## src/hdl/sbd_pkg.sv

```systemverilog
// byte and dual-word store decode/execute: types and constants
// assumes a core pipeline that issues instructions and returns
// register values in the same cycle that the read indices are shown
// What this block does
// - wide imm form P,U,W=110 becomes unprivileged
// - wide imm: base 15 or P=W=0 undefined
// - zero-extend short immediate, P/U/W control addressing
// - wide imm unpredictable: source 13/15, writeback base=source
// - offset address, index select, store low byte, writeback
// - offsets 0-31, 0-4095, 0-255 by encoding
// - short register form: no shift, add, index, no writeback
// - wide register form: base 15 undefined, 13/15 unpredictable
// - wide register form shifts offset left 0-3
// - register form: base plus shifted offset, byte store
// - unprivileged: base plus short immediate, offset only
// - unprivileged: base 15 undefined, source 13/15 unpredictable
// - unprivileged access checked as unprivileged code
// - dual with P=W=0 routed to related encodings
// - dual immediate is short immediate times four
// - dual unpredictable cases: writeback overlap, base 15, 13/15
// - dual stores two words, second at plus four
package sbd_pkg;

	// ****************************************
	// encodings, register numbers, dual address step and ready reset value
	// ****************************************
	localparam logic [4:0]  SBD_T1_IMM_PAT  = 5'h0e;
	localparam logic [6:0]  SBD_T1_REG_PAT  = 7'h2a;
	localparam logic [11:0] SBD_W_IMM12_PAT = 12'hf88;
	localparam logic [11:0] SBD_W_BYTE_PAT  = 12'hf80;
	localparam logic [6:0]  SBD_DUAL_PAT    = 7'h74;
	localparam logic [3:0]  SBD_UNPRIV_PAT  = 4'he;
	localparam logic [5:0]  SBD_REG_ZERO    = 6'h00;
	localparam logic [3:0]  SBD_REG_SP      = 4'hd;
	localparam logic [3:0]  SBD_REG_PC      = 4'hf;
	localparam logic [31:0] SBD_DUAL_STEP   = 32'h0000_0004;
	localparam logic        SBD_READY_RST   = 1'b1;

	// ****************************************
	// enumerations
	// ****************************************
	typedef enum logic [2:0] {
		OP_NONE        = 3'b000,
		OP_BYTE_IMM    = 3'b001,
		OP_BYTE_REG    = 3'b010,
		OP_BYTE_UNPRIV = 3'b011,
		OP_DUAL        = 3'b100
	} sbd_op_t;

	typedef enum logic [2:0] {
		R_OK      = 3'b000,
		R_UNDEF   = 3'b001,
		R_UNPRED  = 3'b010,
		R_FAULT   = 3'b011,
		R_RELATED = 3'b100,
		R_OTHER   = 3'b101
	} sbd_status_t;

	typedef enum logic [1:0] {
		S_IDLE = 2'b00,
		S_READ = 2'b01,
		S_MEM1 = 2'b10,
		S_MEM2 = 2'b11
	} sbd_state_t;

	// ****************************************
	// carriers
	// ****************************************
	typedef struct packed {
		sbd_op_t     op;
		sbd_status_t status;
		logic [3:0]  base_idx;
		logic [3:0]  src_idx;
		logic [3:0]  src2_idx;
		logic [3:0]  off_idx;
		logic [31:0] imm32;
		logic [1:0]  shift;
		logic        index;
		logic        add;
		logic        wback;
		logic        unpriv;
	} sbd_dec_t;

	typedef struct packed {
		logic [3:0] base;
		logic [3:0] src;
		logic [3:0] src2;
		logic [3:0] off;
	} sbd_rf_idx_t;

	typedef struct packed {
		logic [31:0] base;
		logic [31:0] src;
		logic [31:0] src2;
		logic [31:0] off;
	} sbd_rf_val_t;

	typedef struct packed {
		logic        valid;
		logic [31:0] addr;
		logic [31:0] wdata;
		logic        is_byte;
		logic        unpriv;
	} sbd_mem_req_t;

	typedef struct packed {
		logic        done;
		sbd_status_t status;
		logic        wb_en;
		logic [3:0]  wb_reg;
		logic [31:0] wb_val;
	} sbd_result_t;

endpackage : sbd_pkg

```

## src/hdl/sbd_store_unit.sv

```systemverilog
// byte and dual-word store decoder with its address and write sequencer
// assumes rf_val answers rf_idx in the cycle after issue, and that the
// memory side answers a held request with a one-cycle ack or err
`timescale 1ns/100ps

module sbd_store_unit (
	// clock and reset
	input  wire logic                  clk,
	input  wire logic                  rstn,
	// instruction issue
	input  wire logic                  issue_valid,
	input  wire logic                  issue_wide,
	input  wire logic [31:0]           issue_instr,
	output logic                       issue_ready,
	// register file
	output sbd_pkg::sbd_rf_idx_t       rf_idx,
	input  wire sbd_pkg::sbd_rf_val_t  rf_val,
	// memory system
	output sbd_pkg::sbd_mem_req_t      mem_req,
	input  wire logic                  mem_ack,
	input  wire logic                  mem_err,
	// completion and writeback
	output sbd_pkg::sbd_result_t       result
);
	import sbd_pkg::*;

	// ****************************************
	// decode
	// ****************************************
	function automatic logic bad_reg(input logic [3:0] r);
		bad_reg = (r == SBD_REG_SP) || (r == SBD_REG_PC);
	endfunction : bad_reg

	function automatic sbd_dec_t sbd_decode(input logic wide, input logic [31:0] ins);
		sbd_dec_t   d;
		logic [15:0] h1;
		logic [15:0] h2;
		h1 = ins[31:16];
		h2 = ins[15:0];
		d = '0;
		d.op = OP_NONE;
		d.status = R_OTHER;
		if (!wide) begin
			d.base_idx = {1'b0, h2[5:3]};
			d.src_idx  = {1'b0, h2[2:0]};
			if (h2[15:11] == SBD_T1_IMM_PAT) begin
				d.op     = OP_BYTE_IMM;
				d.imm32  = {27'h0, h2[10:6]};
				d.index  = 1'b1;
				d.add    = 1'b1;
				d.status = R_OK;
			end else if (h2[15:9] == SBD_T1_REG_PAT) begin
				d.op     = OP_BYTE_REG;
				d.off_idx = {1'b0, h2[8:6]};
				d.shift  = 2'h0;
				d.index  = 1'b1;
				d.add    = 1'b1;
				d.wback  = 1'b0;
				d.status = R_OK;
			end
		end else begin
			d.base_idx = h1[3:0];
			d.src_idx  = h2[15:12];
			if (h1[15:4] == SBD_W_IMM12_PAT) begin
				d.op     = OP_BYTE_IMM;
				d.imm32  = {20'h0, h2[11:0]};
				d.index  = 1'b1;
				d.add    = 1'b1;
				if (h1[3:0] == SBD_REG_PC)
					d.status = R_UNDEF;
				else if (bad_reg(h2[15:12]))
					d.status = R_UNPRED;
				else
					d.status = R_OK;
			end else if (h1[15:4] == SBD_W_BYTE_PAT && h2[11:8] == SBD_UNPRIV_PAT) begin
				d.op     = OP_BYTE_UNPRIV;
				d.imm32  = {24'h0, h2[7:0]};
				d.index  = 1'b1;
				d.add    = 1'b1;
				d.wback  = 1'b0;
				d.unpriv = 1'b1;
				if (h1[3:0] == SBD_REG_PC)
					d.status = R_UNDEF;
				else if (bad_reg(h2[15:12]))
					d.status = R_UNPRED;
				else
					d.status = R_OK;
			end else if (h1[15:4] == SBD_W_BYTE_PAT && h2[11]) begin
				d.op     = OP_BYTE_IMM;
				d.imm32  = {24'h0, h2[7:0]};
				d.index  = h2[10];
				d.add    = h2[9];
				d.wback  = h2[8];
				if (h1[3:0] == SBD_REG_PC || (!h2[10] && !h2[8]))
					d.status = R_UNDEF;
				else if (bad_reg(h2[15:12]) || (h2[8] && h1[3:0] == h2[15:12]))
					d.status = R_UNPRED;
				else
					d.status = R_OK;
			end else if (h1[15:4] == SBD_W_BYTE_PAT && h2[11:6] == SBD_REG_ZERO) begin
				d.op      = OP_BYTE_REG;
				d.off_idx = h2[3:0];
				d.shift   = h2[5:4];
				d.index   = 1'b1;
				d.add     = 1'b1;
				if (h1[3:0] == SBD_REG_PC)
					d.status = R_UNDEF;
				else if (bad_reg(h2[15:12]) || bad_reg(h2[3:0]))
					d.status = R_UNPRED;
				else
					d.status = R_OK;
			end else if (h1[15:9] == SBD_DUAL_PAT && h1[6] && !h1[4]) begin
				d.op       = OP_DUAL;
				d.src2_idx = h2[11:8];
				d.imm32    = {22'h0, h2[7:0], 2'h0};
				d.index    = h1[8];
				d.add      = h1[7];
				d.wback    = h1[5];
				if (!h1[8] && !h1[5])
					d.status = R_RELATED;
				else if ((h1[5] && (h1[3:0] == h2[15:12] || h1[3:0] == h2[11:8]))
					|| h1[3:0] == SBD_REG_PC || bad_reg(h2[15:12]) || bad_reg(h2[11:8]))
					d.status = R_UNPRED;
				else
					d.status = R_OK;
			end
		end
		if (d.status == R_RELATED || d.status == R_OTHER)
			d.op = OP_NONE;
		sbd_decode = d;
	endfunction : sbd_decode

	sbd_dec_t     dec_c;
	sbd_dec_t     dec_q;
	sbd_state_t   state_q;
	sbd_state_t   state_d;
	logic         ready_q;
	logic         issue_take;
	logic [31:0]  offset_c;
	logic [31:0]  offset_addr_c;
	logic [31:0]  addr_c;
	logic         align_bad_c;
	logic [31:0]  offset_addr_q;
	logic [31:0]  src2_q;
	sbd_mem_req_t mem_q;
	sbd_result_t  res_q;

	assign dec_c      = sbd_decode(issue_wide, issue_instr);
	assign issue_take = issue_valid && ready_q;

	always_ff @(posedge clk) begin
		if (!rstn)
			dec_q <= '0;
		else if (issue_take)
			dec_q <= dec_c;
	end

	// ****************************************
	// address calculation
	// ****************************************
	always_comb begin
		if (dec_q.op == OP_BYTE_REG)
			offset_c = rf_val.off << dec_q.shift;
		else
			offset_c = dec_q.imm32;
		offset_addr_c = dec_q.add ? (rf_val.base + offset_c) : (rf_val.base - offset_c);
		addr_c        = dec_q.index ? offset_addr_c : rf_val.base;
		// dual words must be word aligned; treated as a refused write
		align_bad_c   = (dec_q.op == OP_DUAL) && (addr_c[1:0] != 2'h0);
	end

	// ****************************************
	// sequencer
	// ****************************************
	always_comb begin
		state_d = state_q;
		case (state_q)
			S_IDLE: begin
				if (issue_take)
					state_d = S_READ;
			end
			S_READ: begin
				if (dec_q.status == R_OK && !align_bad_c)
					state_d = S_MEM1;
				else
					state_d = S_IDLE;
			end
			S_MEM1: begin
				if (mem_err)
					state_d = S_IDLE;
				else if (mem_ack)
					state_d = (dec_q.op == OP_DUAL) ? S_MEM2 : S_IDLE;
			end
			S_MEM2: begin
				if (mem_ack || mem_err)
					state_d = S_IDLE;
			end
			default: state_d = S_IDLE;
		endcase
	end

	always_ff @(posedge clk) begin
		if (!rstn)
			state_q <= S_IDLE;
		else
			state_q <= state_d;
	end

	// only one instruction in flight keeps writeback ordering trivial
	always_ff @(posedge clk) begin
		if (!rstn)
			ready_q <= SBD_READY_RST;
		else
			ready_q <= (state_d == S_IDLE);
	end

	always_ff @(posedge clk) begin
		if (!rstn) begin
			offset_addr_q <= '0;
			src2_q        <= '0;
		end else if (state_q == S_READ) begin
			offset_addr_q <= offset_addr_c;
			src2_q        <= rf_val.src2;
		end
	end

	// ****************************************
	// memory writes
	// ****************************************
	always_ff @(posedge clk) begin
		if (!rstn) begin
			mem_q <= '0;
		end else if (state_q == S_READ && state_d == S_MEM1) begin
			mem_q.valid   <= 1'b1;
			mem_q.addr    <= addr_c;
			mem_q.wdata   <= (dec_q.op == OP_DUAL) ? rf_val.src : {24'h0, rf_val.src[7:0]};
			mem_q.is_byte <= (dec_q.op != OP_DUAL);
			mem_q.unpriv  <= dec_q.unpriv;
		end else if (state_q == S_MEM1 && state_d == S_MEM2) begin
			mem_q.addr    <= mem_q.addr + SBD_DUAL_STEP;
			mem_q.wdata   <= src2_q;
		end else if (state_d == S_IDLE) begin
			mem_q.valid   <= 1'b0;
		end
	end

	// ****************************************
	// completion and writeback
	// ****************************************
	always_ff @(posedge clk) begin
		if (!rstn) begin
			res_q <= '0;
		end else if (state_q != S_IDLE && state_d == S_IDLE) begin
			res_q.done   <= 1'b1;
			res_q.wb_reg <= dec_q.base_idx;
			res_q.wb_val <= offset_addr_q;
			if (state_q == S_READ) begin
				res_q.status <= align_bad_c ? R_FAULT : dec_q.status;
				res_q.wb_en  <= 1'b0;
			end else begin
				res_q.status <= mem_err ? R_FAULT : R_OK;
				res_q.wb_en  <= !mem_err && dec_q.wback;
			end
		end else begin
			res_q.done  <= 1'b0;
			res_q.wb_en <= 1'b0;
		end
	end

	assign issue_ready = ready_q;
	assign rf_idx      = '{base: dec_q.base_idx, src: dec_q.src_idx, src2: dec_q.src2_idx, off: dec_q.off_idx};
	assign mem_req     = mem_q;
	assign result      = res_q;

	// ****************************************
	// checks
	// ****************************************
	AST_UNPRIV_ROUTE: assert property (@(posedge clk) disable iff (!rstn)
		(issue_wide && issue_instr[31:20] == SBD_W_BYTE_PAT && issue_instr[11:8] == SBD_UNPRIV_PAT)
		|-> dec_c.op == OP_BYTE_UNPRIV)
		else $error("unprivileged form not recognised");

	AST_UNDEF_DONE: assert property (@(posedge clk) disable iff (!rstn)
		(issue_take && dec_c.status == R_UNDEF)
		|-> ##2 (res_q.done && res_q.status == R_UNDEF && !mem_q.valid))
		else $error("undefined encoding not reported in two cycles");

	AST_BYTE_DATA: assert property (@(posedge clk) disable iff (!rstn)
		(mem_q.valid && dec_q.op != OP_DUAL) |-> (mem_q.is_byte && mem_q.wdata[31:8] == 24'h0))
		else $error("byte store carries more than one byte");

	AST_REG_NO_WB: assert property (@(posedge clk) disable iff (!rstn)
		(res_q.done && dec_q.op == OP_BYTE_REG) |-> !res_q.wb_en)
		else $error("register form wrote back the base");

	AST_UNPRIV_FLAG: assert property (@(posedge clk) disable iff (!rstn)
		mem_q.valid |-> (mem_q.unpriv == (dec_q.op == OP_BYTE_UNPRIV)))
		else $error("unprivileged marking wrong");

	AST_DUAL_IMM: assert property (@(posedge clk) disable iff (!rstn)
		(dec_c.op == OP_DUAL) |-> (dec_c.imm32[1:0] == 2'h0 && dec_c.imm32 <= 32'h0000_03fc))
		else $error("dual immediate not a multiple of four");

	AST_DUAL_SECOND: assert property (@(posedge clk) disable iff (!rstn)
		(state_q == S_MEM1 && dec_q.op == OP_DUAL && mem_ack && !mem_err)
		|=> (mem_q.valid && mem_q.addr == $past(mem_q.addr) + SBD_DUAL_STEP && mem_q.wdata == src2_q))
		else $error("second dual word misplaced");

	AST_FAULT_NO_WB: assert property (@(posedge clk) disable iff (!rstn)
		(state_q != S_IDLE && state_q != S_READ && mem_err)
		|=> (res_q.done && res_q.status == R_FAULT && !res_q.wb_en) ##1 !res_q.done)
		else $error("refused write updated the base");

endmodule : sbd_store_unit

```

## config.mk

```make
export PLATFORM = sky130hd
export DESIGN_NAME = sbd_store_unit
export DESIGN_NICKNAME = d
export VERILOG_FILES = /design/src/hdl/sbd_pkg.sv /design/src/hdl/sbd_store_unit.sv
export SDC_FILE = /design/constraint.sdc
export NUM_CORES = 1
export LEC_CHECK = 0
export BUFFER_PORTS_ARGS = -buffer_cell sky130_fd_sc_hd__buf_2
export CAP_MARGIN = 20
export CORE_UTILIZATION = 25
export DETAILED_ROUTE_END_ITERATION = 10
export MAX_ROUTING_LAYER = met4
export PLACE_DENSITY = 0.46
export RECOVER_POWER = 100
export SYNTH_ARGS = -nofsm -noshare
export SYNTH_HDL_FRONTEND = slang
export SYNTH_SLANG_ARGS = --single-unit
```

## constraint.sdc

```tcl
create_clock -name clk -period 4.81 [get_ports clk]
set_input_delay 0.2405 -clock clk [delete_from_list [all_inputs] [get_ports clk]]
set_output_delay 0.2405 -clock clk [all_outputs]
set_load 0.01 [all_outputs]
```

==> metrics <==
outcome=finished, violations left; failing checks=max-capacitance violations, max-slew violations; area leader, netlist=dfxtp_1; Worst setup EP type=flop; Synth Area in Compound Gates=23.48%; Worst Path Required=5300 ps; chip width=228.5 um; Synth top area share=33.57%; DRT antenna net count=0; DR DRC count=0; largest family of logic cells by synthesized area=compound AO/OA/AOI/OAI gates; worst-skew pair later-pin latency=580 ps; Die ar.=52190 um2; asr flop ratio synth=0%; pwr/cell area=around 400 nW/um2; via/cell ratio=4.969; CP max-delay cell=a222oi_1; area grow syn2layout=35.29%; EDFF count, synth=0; RSZ-0062 raised after global routing=true; Post-Syn Nets=~1900; Core Rows=82; Period minus WS final=4670 ps; largest cells by area after synthesis=dfxtp_1, nand2_1, a21oi_1, nor2_1, ha_1; CTS Sinks=215; critical path type=flop to flop; IO Pins=291; via count of the first global-routing pass=13180; H-tree Lvls=1; Slew headroom=-27.39%; # port buffers=290; sequential area share after synthesis=around 34%; share of layout cells above drive strength 1=20.07%; CP Cell Sequence=or3b_4 -> a222oi_1 -> nand4_1 -> a21oi_2 -> buf_4 -> nor2_1 -> xnor2_1 -> buf_4 -> ha_1 -> a21o_1 -> a21o_1 -> a21oi_1 -> o21a_1 -> o21ai_2 -> a211oi_1 -> buf_4 -> o21bai_1 -> a21oi_1 -> buf_4 -> nand4_1 -> o221ai_1; Top delay family on crit path=compound AO/OA/AOI/OAI gates; Worst Skew=14.01 ps; PnR Total Power=6.958 mW; Post-DP HPWL=a little under 40000 um; startpoint types=flop; synthesized cell area=12820 um2; Core ar.=50380 um2; Max VDD drop=just over 0.3 mV; Reg clk slew, reported paths=60 ps; Synth Warn #=0; via count=13890; post-synthesis xor/xnor area fraction=5.319%; RePlAce Congestion=0.8998; leak pwr=between 6 and 7 nW; global-route wire length before repair=79670 um; cells after synthesis=around 1700; Final Hold Violating Endpoints=0; period utilization=97.08%; CTS tree=built; Syn Area/Cell=7.497 um2; hold crit path type=input pin to flop; # fillers=roughly 5500; Max Buffers Root-to-Sink=3; Initial DRC Count=933; critical path peak fanout=6; Initial Util=25.45%; endpoints failing setup=0; cell mode on critical path=buf_4; Total Routed Length=52790 um; number of buffers created by CTS=29; Inst Count DP=2659; total gr overflow=0; Post-Synth Simple-Gate Area=23.03%; multiplexer area fraction after synthesis=5.309%; CP max stage delay=between 400 and 500 ps; initial antenna violation count=0; Layout Cells excl Fill=2796; CTS root buf=clkbuf_16; #FFs+latches synth=215; die height=228.5 um; Total GRT Usage=20.04%; Netlist cell types=78; area share of fa/ha/maj cells after synthesis=3.865%; Tightest Pin Transition=1911 ps; crit path DAT=slightly above 5000 ps; max cap viols=1; pin count of the biggest net entering global routing=95; max-slew violations=43; final net count=2305; post-DR wirelength/cell=18.88 um; DR pass1 iterations=5; ys flop type=dfxtp_1; worst path bufs/invs=4; Max Freq=~210 MHz
state kept, by name, summed over array words and instances (netlist names):
signal,count
issue_ready,1
result,41
offset_addr_q,32
mem_req,67
dec_q,24
state_q,2
rf_idx,16
src2_q,32
logic make-up after synthesis:
group / count (synthesis)
AND/OR/NAND/NOR: 670
flip-flops: 215
buffers and inverters: 162
adder cells (fa/ha/maj): 39
XOR/XNOR: 77
AO/OA/AOI/OAI: 486
multiplexers: 61
worst register-to-register path, cell delays in order, from the launching register on:
cell      delay [ps]
dfxtp_2          320
or3b_4           440
a222oi_1         480
nand4_1          210
a21oi_2          230
buf_4            160
nor2_1            40
xnor2_1          130
buf_4            150
ha_1             330
a21o_1           190
a21o_1           180
a21oi_1          240
o21a_1           190
o21ai_2          100
a211oi_1         330
buf_4            180
o21bai_1          60
a21oi_1          250
buf_4            190
nand4_1           90
o221ai_1         110
through the flow:
step / setup slack, ps / setup TNS [ps] / util (%) / area [um2] / hold slack, ps
finish: 140.3 / 0 / 34.43 / 17340 / 23.22
global route: -96.82 / -447.8 / 34.42 / 17340 / 27.94
CTS: 4.644 / 0 / 34.25 / 17250 / 0.2464
detailed placement: -186.1 / -996.1 / 30.84 / 15540 / 442.2
global placement: -66.66 / -117.5 / 30.84 / 15540 / 440.6
floorplan: 88.46 / 0 / - / 12820 / 376.5
synth_stat cells, types with 9 or more instances:
cell type	count
nand2_1	332
o21a_1	9
o21ai_0	65
or3_1	11
a21o_1	15
nor2_1	152
a31oi_1	26
and3_1	17
nand3_1	43
ha_1	38
mux2_2	15
buf_1	12
a21oi_1	226
buf_4	16
clkbuf_1	98
inv_1	24
a22oi_1	15
a211oi_1	35
xnor2_1	53
buf_2	9
nand4_1	21
dfxtp_1	215
xor2_1	23
nor2b_1	12
a222oi_1	18
mux2i_1	41
and2_1	12
nand2b_1	9
nor3_1	29
area by class of cell:
type	count	area [um2]	share of cell area [%]
Sequential cell	215	4310	24.85
Inverter	25	98.84	0.5699
Timing Repair Buffer	496	3070	17.70
Clock buffer	40	807.0	4.653
Clock inverter	14	141.4	0.8152
Multi-Input combinational cell	1333	8073	46.54
Antenna cell	1	2.502	0.01443
Tap cell	672	840.8	4.848
report_power, final:
| group | total (mW) | internal, mW | switching, mW | leakage (nW) |
|---|---|---|---|---|
| Combinational | 2.76 | 1.19 | 1.57 | 4.37 |
| Clock | 2.14 | 1.24 | 0.896 | 0.448 |
| Sequential | 2.06 | 1.94 | 0.124 | 1.75 |
routing by layer:
layer	up-vias	global-route usage, %	wire, um
met4	0	6.837	1877
met5	-	-	0
met3	99	2.096	2419
li1	6843	-	-
met1	6497	26.26	24320
met2	453	31.99	24180
path summary, 6_finish.rpt:
path	cells past startpoint	start	endpoint	slack, ps
setup / recovery	21	dec_q[59]	offset_addr_q[21]	140
hold / removal	3	rf_val[122]	mem_req[60]	20
setup reg to reg	21	dec_q[59]	offset_addr_q[21]	140
hold reg to reg	2	result[38]	result[38]	450
layout by cell type, fill, tap and decap left out, types with 40 or more instances in the layout:
cell / instances
dfxtp_1: 212
buf_4: 126
xnor2_1: 48
nand2_1: 331
nand3_1: 43
buf_2: 165
mux2i_1: 40
a21oi_1: 219
o21ai_0: 61
clkbuf_1: 134
dlygate4sd3_1: 73
nor2_1: 148
timing repair:
action	CTS	global route
hold buffers	73	0
resized for setup	7	49
pin swaps	3	20
setup buffers	0	9
endpoints found under the hold margin	74	0
endpoints found under the setup margin	14	96
No activity file was read; power rests on OpenSTA's default activity.
